**src/design/ppio_map.svh**
```systemverilog
// register offsets, field positions and reset values of the parallel port
// included by the port top level and by the bench top level
`ifndef PPIO_MAP_SVH
`define PPIO_MAP_SVH
`define OFF_DATA 4'h0
`define OFF_CTRL 4'h4
`define OFF_BITSR 4'h8
`define OFF_STATUS 4'hC
`define CTRL_RST 32'h0000_0000
`define OUT_RST 24'h00_0000
`define GRP_STRIDE 8
`define CF_MODE 0
`define CF_NDIR 2
`define CF_BDIR 5
`define CF_INTE 6
`define ST_IBF 0
`define ST_OBFN 1
`define ST_INTR 2
`define SR_IDX 4:0
`define SR_VAL 8
`define BYTE_W 8
`define CTL_BASE 16
`define CTL_W 4
`define NUM_LINES 24
`define BORROW_LINE 23
`define C_STB 0
`define C_FLAG 1
`define C_INTR 2
`define C_SPARE 3
`endif

```
**src/design/ppio_pkg.sv**
```systemverilog
// types shared by the parallel port design files
// assumes only a SystemVerilog compiler
package ppio_pkg;
   typedef enum logic [1:0] {
      MODE_BASIC = 2'b00,
      MODE_STROBED = 2'b01,
      MODE_BIDIR = 2'b10
   } mode_t;
endpackage

```
**src/design/parallel_io_port.sv**
```systemverilog
// 24-line programmable parallel port behind a classic Wishbone slave
// assumes pins are resolved outside from pinOut/pinOe; pinIn is async
//
// Contract
// - 24 lines in two groups of 12, each group's mode set separately.
// - basic mode: each group's three nibbles have their own direction.
// - strobed mode: 8 group lines form one byte, all in or all out.
// - strobed mode: three spare group lines carry strobe, flag, request.
// - bidir mode: 8 lines both ways, one line borrowed from group 1.
// - single-bit write drives one chosen output line high or low.
// - a byte port can serve a printer with strobed handshake lines.
`timescale 1ns/100ps
`include "ppio_map.svh"
module parallel_io_port (
   input wire logic clk_sys, // 10 MHz system clock
   input wire logic rst_n, // async reset, active low
   input wire logic cyc_i, // wishbone cycle
   input wire logic stb_i, // wishbone strobe
   input wire logic we_i, // wishbone write enable
   input wire logic [3:0] adr_i, // wishbone byte address
   input wire logic [3:0] sel_i, // wishbone byte lanes
   input wire logic [31:0] dat_i, // wishbone write data
   output logic [31:0] dat_o, // wishbone read data
   output logic ack_o, // wishbone acknowledge
   input wire logic [23:0] pinIn, // line levels from the connector
   output logic [23:0] pinOut, // line drive values
   output logic [23:0] pinOe // line drive enables, high drives
);
   localparam int NG = 2;

   ////////////////////////////////////////////////////////////////////
   // two-flop synchronisers on every line
   logic [23:0] sync1_r, sync2_r;

   always_ff @(posedge clk_sys or negedge rst_n) begin
      if (!rst_n) begin
         sync1_r <= '1;
         sync2_r <= '1;
      end else begin
         sync1_r <= pinIn;
         sync2_r <= sync1_r;
      end
   end

   ////////////////////////////////////////////////////////////////////
   // bus decode
   logic ack_r, ack_nxt;
   logic [31:0] datO_r, datO_nxt;
   logic [31:0] ctrl_r, ctrl_nxt;
   logic [23:0] outReg_r, outReg_nxt;
   logic [3:0] adrWord;
   logic req, take, srHit;
   logic [23:0] srMask;
   logic [NG-1:0] swWrite, swRead;

   assign adrWord = {adr_i[3:2], 2'h0};
   // new request sees ack low; commit happens where ack is sampled
   assign req = cyc_i & stb_i & ~ack_r;
   assign take = cyc_i & stb_i & ack_r;
   assign srHit = take & we_i & (adrWord == `OFF_BITSR) & sel_i[0]
      & sel_i[1] & (dat_i[`SR_IDX] < `NUM_LINES);
   assign srMask = 24'h00_0001 << dat_i[`SR_IDX];

   // data byte strobes per group, lane g holds group g's byte
   always_comb begin
      for (int g = 0; g < NG; g++) begin
         swWrite[g] = take & we_i & (adrWord == `OFF_DATA) & sel_i[g];
         swRead[g] = take & ~we_i & (adrWord == `OFF_DATA) & sel_i[g];
      end
   end

   ////////////////////////////////////////////////////////////////////
   // group configuration and handshake engines
   ppio_pkg::mode_t gMode [NG];
   logic [2:0] nDir [NG];
   logic [NG-1:0] bDir, inte, inDir, outDir, hsStbN, hsAckN;
   logic [NG-1:0] hsIbf, hsObfN, hsIntr;
   logic [7:0] hsLatch [NG];

   genvar gi;
   generate
      for (gi = 0; gi < NG; gi++) begin : grp
         localparam int CB = gi * `GRP_STRIDE;
         localparam int CL = `CTL_BASE + gi * `CTL_W;
         // group 1 never holds bidir, the write path refuses it
         assign gMode[gi] = ppio_pkg::mode_t'(ctrl_r[CB + `CF_MODE +: 2]);
         assign nDir[gi] = ctrl_r[CB + `CF_NDIR +: 3];
         assign bDir[gi] = ctrl_r[CB + `CF_BDIR];
         assign inte[gi] = ctrl_r[CB + `CF_INTE];
         assign inDir[gi] = (gMode[gi] == ppio_pkg::MODE_BIDIR)
            | ((gMode[gi] == ppio_pkg::MODE_STROBED) & ~bDir[gi]);
         assign outDir[gi] = (gMode[gi] == ppio_pkg::MODE_BIDIR)
            | ((gMode[gi] == ppio_pkg::MODE_STROBED) & bDir[gi]);
         assign hsStbN[gi] = sync2_r[CL + `C_STB];
         // bidir keeps the load strobe and moves ack to the spare line
         assign hsAckN[gi] = (gMode[gi] == ppio_pkg::MODE_BIDIR)
            ? sync2_r[CL + `C_SPARE] : sync2_r[CL + `C_STB];
         strobed_port #(
            .W(`BYTE_W)
         ) u_hs (
            .clk_sys(clk_sys),
            .rst_n(rst_n),
            .inDir(inDir[gi]),
            .outDir(outDir[gi]),
            .inte(inte[gi]),
            .strobeN(hsStbN[gi]),
            .ackN(hsAckN[gi]),
            .pinData(sync2_r[gi * `BYTE_W +: `BYTE_W]),
            .swWrite(swWrite[gi]),
            .swRead(swRead[gi]),
            .latch(hsLatch[gi]),
            .ibf(hsIbf[gi]),
            .obfN(hsObfN[gi]),
            .intr(hsIntr[gi])
         );
      end
   endgenerate

   ////////////////////////////////////////////////////////////////////
   // line drive: registered so the pins never glitch on decode
   logic [23:0] pinOut_r, pinOut_nxt, pinOe_r, pinOe_nxt;

   always_comb begin
      int d;
      int c;
      d = 0;
      c = 0;
      pinOut_nxt = outReg_r;
      pinOe_nxt = '0;
      for (int g = 0; g < NG; g++) begin
         d = g * `BYTE_W;
         c = `CTL_BASE + g * `CTL_W;
         case (gMode[g])
            ppio_pkg::MODE_STROBED: begin
               pinOe_nxt[d +: 8] = {8{bDir[g]}};
               pinOe_nxt[c + `C_FLAG] = 1'b1;
               pinOe_nxt[c + `C_INTR] = 1'b1;
               pinOut_nxt[c + `C_FLAG] = bDir[g] ? hsObfN[g] : hsIbf[g];
               pinOut_nxt[c + `C_INTR] = hsIntr[g];
               pinOe_nxt[c + `C_SPARE] = nDir[g][2];
            end
            ppio_pkg::MODE_BIDIR: begin
               // drive the byte only while the peripheral acks
               pinOe_nxt[d +: 8] = {8{~hsAckN[g]}};
               pinOe_nxt[c + `C_FLAG] = 1'b1;
               pinOe_nxt[c + `C_INTR] = 1'b1;
               pinOut_nxt[c + `C_FLAG] = hsIbf[g];
               pinOut_nxt[c + `C_INTR] = hsIntr[g];
            end
            default: begin
               pinOe_nxt[d +: 4] = {4{nDir[g][0]}};
               pinOe_nxt[d + 4 +: 4] = {4{nDir[g][1]}};
               pinOe_nxt[c +: 4] = {4{nDir[g][2]}};
            end
         endcase
      end
      // group 0 in bidir takes group 1's spare line for its out flag
      if (gMode[0] == ppio_pkg::MODE_BIDIR) begin
         pinOe_nxt[`BORROW_LINE] = 1'b1;
         pinOut_nxt[`BORROW_LINE] = hsObfN[0];
      end
   end

   always_ff @(posedge clk_sys or negedge rst_n) begin
      if (!rst_n) begin
         pinOut_r <= '0;
         pinOe_r <= '0;
      end else begin
         pinOut_r <= pinOut_nxt;
         pinOe_r <= pinOe_nxt;
      end
   end

   assign pinOut = pinOut_r;
   assign pinOe = pinOe_r;

   ////////////////////////////////////////////////////////////////////
   // read-back: driven lines show their drive, others the pin,
   // strobed input and bidir bytes show the latched byte
   logic [23:0] rdLines;
   logic [31:0] rdStatus, rdMux;

   always_comb begin
      rdLines = (pinOe_r & pinOut_r) | (~pinOe_r & sync2_r);
      rdStatus = '0;
      for (int g = 0; g < NG; g++) begin
         if (inDir[g]) begin
            rdLines[g * `BYTE_W +: 8] = hsLatch[g];
         end
         rdStatus[g * `GRP_STRIDE + `ST_IBF] = hsIbf[g];
         rdStatus[g * `GRP_STRIDE + `ST_OBFN] = hsObfN[g];
         rdStatus[g * `GRP_STRIDE + `ST_INTR] = hsIntr[g];
      end
      case (adrWord)
         `OFF_DATA: rdMux = {8'h00, rdLines};
         `OFF_CTRL: rdMux = ctrl_r;
         `OFF_STATUS: rdMux = rdStatus;
         default: rdMux = '0;
      endcase
   end

   ////////////////////////////////////////////////////////////////////
   // register file, one wait state on every access
   always_comb begin
      ack_nxt = req;
      datO_nxt = datO_r;
      ctrl_nxt = ctrl_r;
      outReg_nxt = outReg_r;
      if (req & ~we_i) begin
         datO_nxt = rdMux;
      end
      if (take & we_i & (adrWord == `OFF_CTRL)) begin
         // each group owns one byte lane of the mode word
         for (int g = 0; g < NG; g++) begin
            if (sel_i[g]) begin
               ctrl_nxt[g * 8 +: 8] = dat_i[g * 8 +: 8];
            end
         end
         if (ctrl_nxt[`GRP_STRIDE + `CF_MODE +: 2]
               == ppio_pkg::MODE_BIDIR) begin
            ctrl_nxt[`GRP_STRIDE + `CF_MODE +: 2] = ppio_pkg::MODE_BASIC;
         end
      end
      if (take & we_i & (adrWord == `OFF_DATA)) begin
         for (int b = 0; b < 3; b++) begin
            if (sel_i[b]) begin
               outReg_nxt[b * 8 +: 8] = dat_i[b * 8 +: 8];
            end
         end
      end
      // touch one bit only, the rest of the port keeps its value
      if (srHit) begin
         outReg_nxt[dat_i[`SR_IDX]] = dat_i[`SR_VAL];
      end
   end

   always_ff @(posedge clk_sys or negedge rst_n) begin
      if (!rst_n) begin
         ack_r <= 1'b0;
         datO_r <= '0;
         ctrl_r <= `CTRL_RST;
         outReg_r <= `OUT_RST;
      end else begin
         ack_r <= ack_nxt;
         datO_r <= datO_nxt;
         ctrl_r <= ctrl_nxt;
         outReg_r <= outReg_nxt;
      end
   end

   assign ack_o = ack_r;
   assign dat_o = datO_r;
endmodule

```
**src/design/strobed_port.sv**
```systemverilog
// byte-wide strobed handshake of one port group: input latch with
// buffer-full flag, output buffer-full flag, and the request line
// assumes strobe and ack already synchronised to clk_sys, idle high
`timescale 1ns/100ps
module strobed_port #(
   parameter int W = 8
) (
   input wire logic clk_sys, // system clock
   input wire logic rst_n, // async reset, active low
   input wire logic inDir, // strobed input direction active
   input wire logic outDir, // strobed output direction active
   input wire logic inte, // request line enable
   input wire logic strobeN, // peripheral load strobe, active low
   input wire logic ackN, // peripheral acknowledge, active low
   input wire logic [W-1:0] pinData, // synchronised data lines
   input wire logic swWrite, // software wrote the data byte
   input wire logic swRead, // software read the data byte
   output logic [W-1:0] latch, // byte caught by the strobe
   output logic ibf, // input buffer full
   output logic obfN, // output buffer full, active low
   output logic intr // request to the processor side
);
   logic stbPrev_r, stbPrev_nxt, ackPrev_r, ackPrev_nxt;
   logic ibf_r, ibf_nxt, obfN_r, obfN_nxt;
   logic intIn_r, intIn_nxt, intOut_r, intOut_nxt, intr_r, intr_nxt;
   logic [W-1:0] latch_r, latch_nxt;
   logic stbFall, stbRise, ackFall, ackRise;

   assign stbFall = stbPrev_r & ~strobeN;
   assign stbRise = ~stbPrev_r & strobeN;
   assign ackFall = ackPrev_r & ~ackN;
   assign ackRise = ~ackPrev_r & ackN;

   // handshake flags: hardware sets win over software clears
   always_comb begin
      stbPrev_nxt = strobeN;
      ackPrev_nxt = ackN;
      latch_nxt = latch_r;
      ibf_nxt = 1'b0;
      intIn_nxt = 1'b0;
      obfN_nxt = 1'b1;
      intOut_nxt = 1'b0;
      if (inDir) begin
         if (stbFall) begin
            latch_nxt = pinData;
         end
         ibf_nxt = stbFall | (ibf_r & ~swRead);
         intIn_nxt = (stbRise & ibf_r) | (intIn_r & ~swRead);
      end
      if (outDir) begin
         // a fresh write wins, the new byte must still be taken
         if (swWrite) begin
            obfN_nxt = 1'b0;
         end else if (ackFall) begin
            obfN_nxt = 1'b1;
         end else begin
            obfN_nxt = obfN_r;
         end
         intOut_nxt = (ackRise & obfN_r) | (intOut_r & ~swWrite);
      end
      intr_nxt = inte & (intIn_nxt | intOut_nxt);
   end

   always_ff @(posedge clk_sys or negedge rst_n) begin
      if (!rst_n) begin
         stbPrev_r <= 1'b1;
         ackPrev_r <= 1'b1;
         latch_r <= '0;
         ibf_r <= 1'b0;
         obfN_r <= 1'b1;
         intIn_r <= 1'b0;
         intOut_r <= 1'b0;
         intr_r <= 1'b0;
      end else begin
         stbPrev_r <= stbPrev_nxt;
         ackPrev_r <= ackPrev_nxt;
         latch_r <= latch_nxt;
         ibf_r <= ibf_nxt;
         obfN_r <= obfN_nxt;
         intIn_r <= intIn_nxt;
         intOut_r <= intOut_nxt;
         intr_r <= intr_nxt;
      end
   end

   assign latch = latch_r;
   assign ibf = ibf_r;
   assign obfN = obfN_r;
   assign intr = intr_r;
endmodule

```
**config.mk**
```make
export PLATFORM = sky130hd
export DESIGN_NAME = parallel_io_port
export DESIGN_NICKNAME = d
export VERILOG_FILES = /design/src/design/ppio_pkg.sv /design/src/design/parallel_io_port.sv /design/src/design/strobed_port.sv
export VERILOG_INCLUDE_DIRS = /design/src /design/src/design
export SDC_FILE = /design/constraint.sdc
export NUM_CORES = 1
export LEC_CHECK = 0
export BUFFER_PORTS_ARGS = -buffer_cell sky130_fd_sc_hd__buf_4
export CAP_MARGIN = 20
export CORE_ASPECT_RATIO = 1.25
export CORE_MARGIN = 2
export CORE_UTILIZATION = 59
export DETAILED_ROUTE_END_ITERATION = 8
export PLACE_DENSITY = 0.85
export SLEW_MARGIN = 10
export SYNTH_ARGS = -nofsm -noshare
export SYNTH_HDL_FRONTEND = slang
export SYNTH_SLANG_ARGS = --single-unit
```
**constraint.sdc**
```tcl
create_clock -name clk_sys -period 5.7 [get_ports clk_sys]
set_clock_uncertainty 0.1 [all_clocks]
set_input_delay 0.285 -clock clk_sys [delete_from_list [all_inputs] [get_ports clk_sys]]
set_output_delay 0.285 -clock clk_sys [all_outputs]
set_load 0.005 [all_outputs]
```
Word-level counts from Yosys, hierarchy flattened --
Cells that the tools add are included.
Operators by class: $mul 0, reductions and logical operators 8, bitwise gates (word level) 73, $add $sub $neg 0, div/mod/pow operators 0, $lt $le $gt $ge 3, shift operators 0, equal/unequal tests 11, mux-type cells 42
Operators with widths (number):
- 24-bit one-hot mux with 3 select lines | 1
- 8-bit two-way mux | 7
- 24-bit AND | 2
- 24-bit two-way mux | 2
- 1-bit AND | 41
- 8-bit one-hot mux with 2 select lines | 2
- 24-bit bitwise mux | 1
- 24-bit NOT | 1
- 24-bit bitwise OR | 1
- 1-bit two-way mux | 23
- 1-bit NOT | 16
- 1-bit bitwise OR | 12
- 2-bit equality test, second input constant | 5
- 2-bit one-hot mux with 2 select lines | 2
- 2-bit AND reduction | 4
- 2-bit by 1-bit equality test with 1-bit output, second input constant | 3
- 5-bit by 6-bit < comparator with 1-bit output, second input constant | 1
- 2-bit two-way mux | 3
- 3-bit inequality test, second input constant | 2
- 1-bit demux with 5-bit select | 1
- 5-bit by 1-bit >= comparator with 1-bit output, second input constant | 1
- 5-bit < comparator, second input constant | 1
- 4-bit zero test | 1
- 2-bit OR reduction | 2
- other kinds (2) | 2
Storage, ports and cells: memory bits (read-only) 0, memories 0, latch bits 0, output and inout port bits 81, word-level logic and storage cells 163, bits in writable memories 0, register bits 199

Logic depth before layout (Yosys ltp) --
depth after elaboration 11, mapped depth 7, mapped depth without buffers 6

Cells and area by module --
A second synthesis with hierarchy kept.
Second synthesis, totals: cells, all modules 587, area, all modules 7359.6 um^2
By module, submodules not included:
- parallel_io_port | seq. area each 3738.6 um^2, cells an instance 515, times used 1, area each 6236.0 um^2
- strobed_port | seq. area each 379.1 um^2, cells an instance 36, times used 2, area each 561.8 um^2

Least setup slack after synthesis --
OpenSTA, ideal clock, no wires.
path kind register to register, from register ctrl_r[9], to register grp[1].u_hs.latch_r[3], arrival 1736 ps, stages on the path, launching flop included 8, setup time 128 ps, slack 3736 ps, period minus slack after synthesis 1964 ps, path buffers 1, cells stage by stage dfrtp_1 > inv_1 > ha_1 > and2b_2 > nor2_1 > or3b_1 > buf_2 > mux2_1
Between the ends: longest elaborated chain between the ends 4, elaborated cells on any way between the ends 5, those cells by class eq/ne (2); bitwise (2); reduce/logical (1)
RTL lines:
- start, declared | RTL line parallel_io_port.sv:49 | logic [31:0] ctrl_r, ctrl_nxt;
- start signal, assigned | RTL line parallel_io_port.sv:241 | ctrl_r <= `CTRL_RST;
- start signal, assigned | RTL line parallel_io_port.sv:246 | ctrl_r <= ctrl_nxt;
- 2-bit by 1-bit equality test with 1-bit output | RTL line parallel_io_port.sv:91 | | ((gMode[gi] == ppio_pkg::MODE_STROBED) & ~bDir[gi]);
- 1-bit AND | RTL line parallel_io_port.sv:91
- 1-bit bitwise OR * | RTL line parallel_io_port.sv:91
- 2-bit AND reduction (no source line) *
- end signal, assigned | RTL line strobed_port.sv:77 | latch_r <= latch_nxt;
- end, declared | RTL line strobed_port.sv:26 | logic [W-1:0] latch_r, latch_nxt;
Mark *: on every way between the ends. The rest lies on a longest branch, timed or not. A chain may end at the register's enable or synchronous reset.

Worst setup path in the final report --
from register ctrl_r[0], to register grp[0].u_hs.latch_r[2]
Between the ends: longest elaborated chain between the ends 4, elaborated cells on any way between the ends 5, those cells by class eq/ne (2); bitwise (2); reduce/logical (1)
RTL lines (RTL line):
- 2-bit by 1-bit equality test with 1-bit output | parallel_io_port.sv:91
- 1-bit AND | parallel_io_port.sv:91
- 1-bit bitwise OR * | parallel_io_port.sv:91
- 2-bit AND reduction (no source line) *
- end signal, assigned | strobed_port.sv:77
- end, declared | strobed_port.sv:26
Marked as above.

==> metrics.cfg <==
[outcome]
status = completed

[clocking]
cts_sinks = 177
insertion_delay_ns = 0.42
clkSlewWorstSetupHoldPaths_ns = 0.07
htreeDepth = 4
numCtsBuffers = 17
post_cts_buffers = 0
cts_root_buf = clkbuf_16
ctsLongestPathBuffers = 2
cts_tree = done

[route]
avgViaCountPerCell = 5.84
drt-pass1-iter-count = 5
vias = 5297
route.detailed.drc = 0
drtAntennaViolNets = 0
drt-total-wl_mm = 17.7
wl_per_cell_um = 19.5
drtIter0Drc = 351

[pwr]
p_sw_mw = 0.842
seqPwrFrac_pct = 48.6
power_leakage_nw = 4.29
p_int_mw = 2.28
power.share.clock_pct = 35.9
ir_worst_vdd_mv = 0.190
swShare_pct = 27.0
combinationalPowerShare_pct = 15.5
power_density_nw_per_um2 = 338
total_power_mw = 3.12

[die]
boundaryPins = 150
start_util_pct = 60.8
die_width_um = 105
die_area_um2 = 13600
coreArea_um2 = 12300
fp.dieH_um = 130
rows = 45

[critical_path]
crit_path_start_kind = flip-flop
cp_cell_sequence = inv_1, ha_1, nor2_2, or3b_1, mux2_2
r2r_start = ctrl_r[0]
cp.required_ns = 5.90
cp_max_fo = 17
cp_slowest_cell = ha_1
arrival_ns = 2.65
reg2reg_depth = 5
rrSetupSlack_ns = 3.25
critPathKind = flip-flop to flip-flop
r2r_end = grp[0].u_hs.latch[2]
path_buf_inv = 1
slowest_delay_ns = 0.60
crit_family = simple AND/OR/NAND/NOR gates
cp-end-kind = flip-flop

[timing]
min_period_over_period_pct = 42.9
final_max_slew_viol_count = 0
setup-tns-final_ns = 0
rsz0062_at_grt = no
hold_viol = 0
fmax_ghz = 0.409
setup_viol = 0
maxSlewHeadroom_pct = 50.7
worstMarginPinSlew_ns = 0.740
setup_slack_ns = 3.25
period_needed_ns = 2.45

[worst_hold_path]
hold_depth = 2
hp-start = dat_i[15]
hold_path_class = input pin to flip-flop
holdPathEnd = ctrl_r[15]

[layout]
antenna_cells = 0
layout_common_cells = buf_4, dfrtp_1, mux2_2
regArea_um2 = 4500
area_growth_pct = 23.9
drive_above_1_share_pct = 40.9
final_common_cell = buf_4
fillerInstances = 772
nets = 803
multi_input_area_um2 = 2630

[global_route]
grt_busiest_layer = met2
grt_util_met3_pct = 6.39
grt_pass1_wl_mm = 27.3
grt_overflow = 0
grtUsageMet2_pct = 42.8
grt_pass1_vias = 5355
grt_util_all_layers_pct = 26.4
use_met1_pct = 34.8
grt_max_degree = 122
antenna_found_initial = 0

[yosys]
ys_async_sr_fraction_pct = 100
syn_inst = 593
syn_area_per_cell_um2 = 12.6
synth-seq-cells = 177
yosysSeqAreaShare_pct = 60.2
syn_area_um2 = 7470
synth_edf_count = 0
synth-main-ff-cell = dfrtp_1
yosys_warnings = 0
ys_types = 58

[placed_design]
dp_hpwl_mm = 11.9
dp_slack_ns = 3.30
gp_congestion = 0.909
io_buffers = 130

[run]
maxCapViolCount = 0

Yosys cell counts (8+ instances only):
library cell / instances / area share, %
nand2_1: 49 / 2.5
mux2_2: 69 / 10
dfrtp_1: 123 / 41
nor2b_1: 14 / 1.2
o31ai_1: 18 / 1.8
clkbuf_1: 18 / 0.90
dfstp_2: 54 / 19
nand2b_1: 8 / 0.67
a22o_1: 10 / 1.2
a2111oi_0: 10 / 1.2
nand3_1: 12 / 0.80
mux2i_1: 17 / 2.3
a21oi_1: 30 / 2.0
buf_4: 22 / 2.2
inv_1: 14 / 0.70
o21ai_0: 24 / 1.6
nor2_1: 22 / 1.1
area by class of cell:
| class | instances | area share, % |
|---|---|---|
| clock buffers | 18 | 4.64 |
| well taps | 164 | 2.22 |
| inverters | 16 | 0.649 |
| repair buffers | 159 | 13.9 |
| clock inverters | 14 | 1.53 |
| flip-flops and latches | 177 | 48.6 |
| multi-input cells | 359 | 28.4 |
per-layer routing:
layer	up-vias	part of all wire (%)
met2	275	50
met5	-	0
met3	43	6.4
met4	0	2.3
li1	2354	-
met1	2625	41
per-stage QoR:
step	cell area, um^2	cells	utilization [%]	hold WS [ns]
global route	9250	907	75.4	0.00136
detailed placement	8380	847	68.3	0.247
finish	9250	907	75.4	0.0164
global placement	8380	847	68.3	0.245
floorplan	7490	600	-	-0.111
CTS	9210	905	75.0	0.00158
how the worst max path moves through the flow:
stage / startpoint / end / slack, ns / cells past startpoint
after global placement: adr_i[2] / outReg_r[10] / 3.36 / 5
after detailed placement: ctrl_r[0] / grp[0].u_hs.latch[1] / 3.30 / 5
after CTS: ctrl_r[0] / grp[0].u_hs.latch[1] / 3.29 / 5
final: ctrl_r[0] / grp[0].u_hs.latch[2] / 3.25 / 5
after global routing: ctrl_r[0] / grp[0].u_hs.latch[0] / 3.16 / 5
after floorplan: ctrl_r[9] / grp[1].u_hs.latch[3] / 3.74 / 7
power by group through the flow:
stage	clock (mW)	combinational, mW	sequential (mW)
4_1_cts	1.14	0.478	1.51
5_1_grt	1.19	0.523	1.53
3_3_place_gp	0	0.438	1.52
2_1_floorplan	0	0.264	1.50
6_report	1.12	0.483	1.52
3_5_place_dp	0	0.458	1.53
worst reg2reg max path, cell delays in order (launching register included):
cell     delay, ns
dfrtp_1       0.40
inv_1         0.09
ha_1          0.60
nor2_2        0.20
or3b_1        0.59
mux2_2        0.36
repair_timing:
item | in CTS | in global routing
hold buffers | 26 | 1
hold endpoints to repair | 93 | 1
resized for setup | 0 | 0
cells by family after synthesis:
logic type	count (synthesis)	share of synthesized area (%)
AOI/OAI and AO/OA	116	10.3
other	1	0.0502
DFF	177	60.2
adders and majority gates	4	0.670
muxes	91	13.5
and+or+nand+nor	140	10.4
buffers and inverters	64	4.88
flip-flops by register name, summed over array words and instances (netlist names):
signal              cells
sync1_r                24
grp.u_hs.latch         16
grp.u_hs.obfN           2
grp.u_hs.intOut_r       2
ack_o                   1
grp.u_hs.intIn_r        2
pinOe                  10
grp.u_hs.ibf            2
grp.u_hs.ackPrev_r      2
sync2_r                24
grp.u_hs.intr           2
ctrl_r                 16
pinOut                 24
dat_o                  24
outReg_r               24
grp.u_hs.stbPrev_r      2
Power figures use the tool's default switching activity.
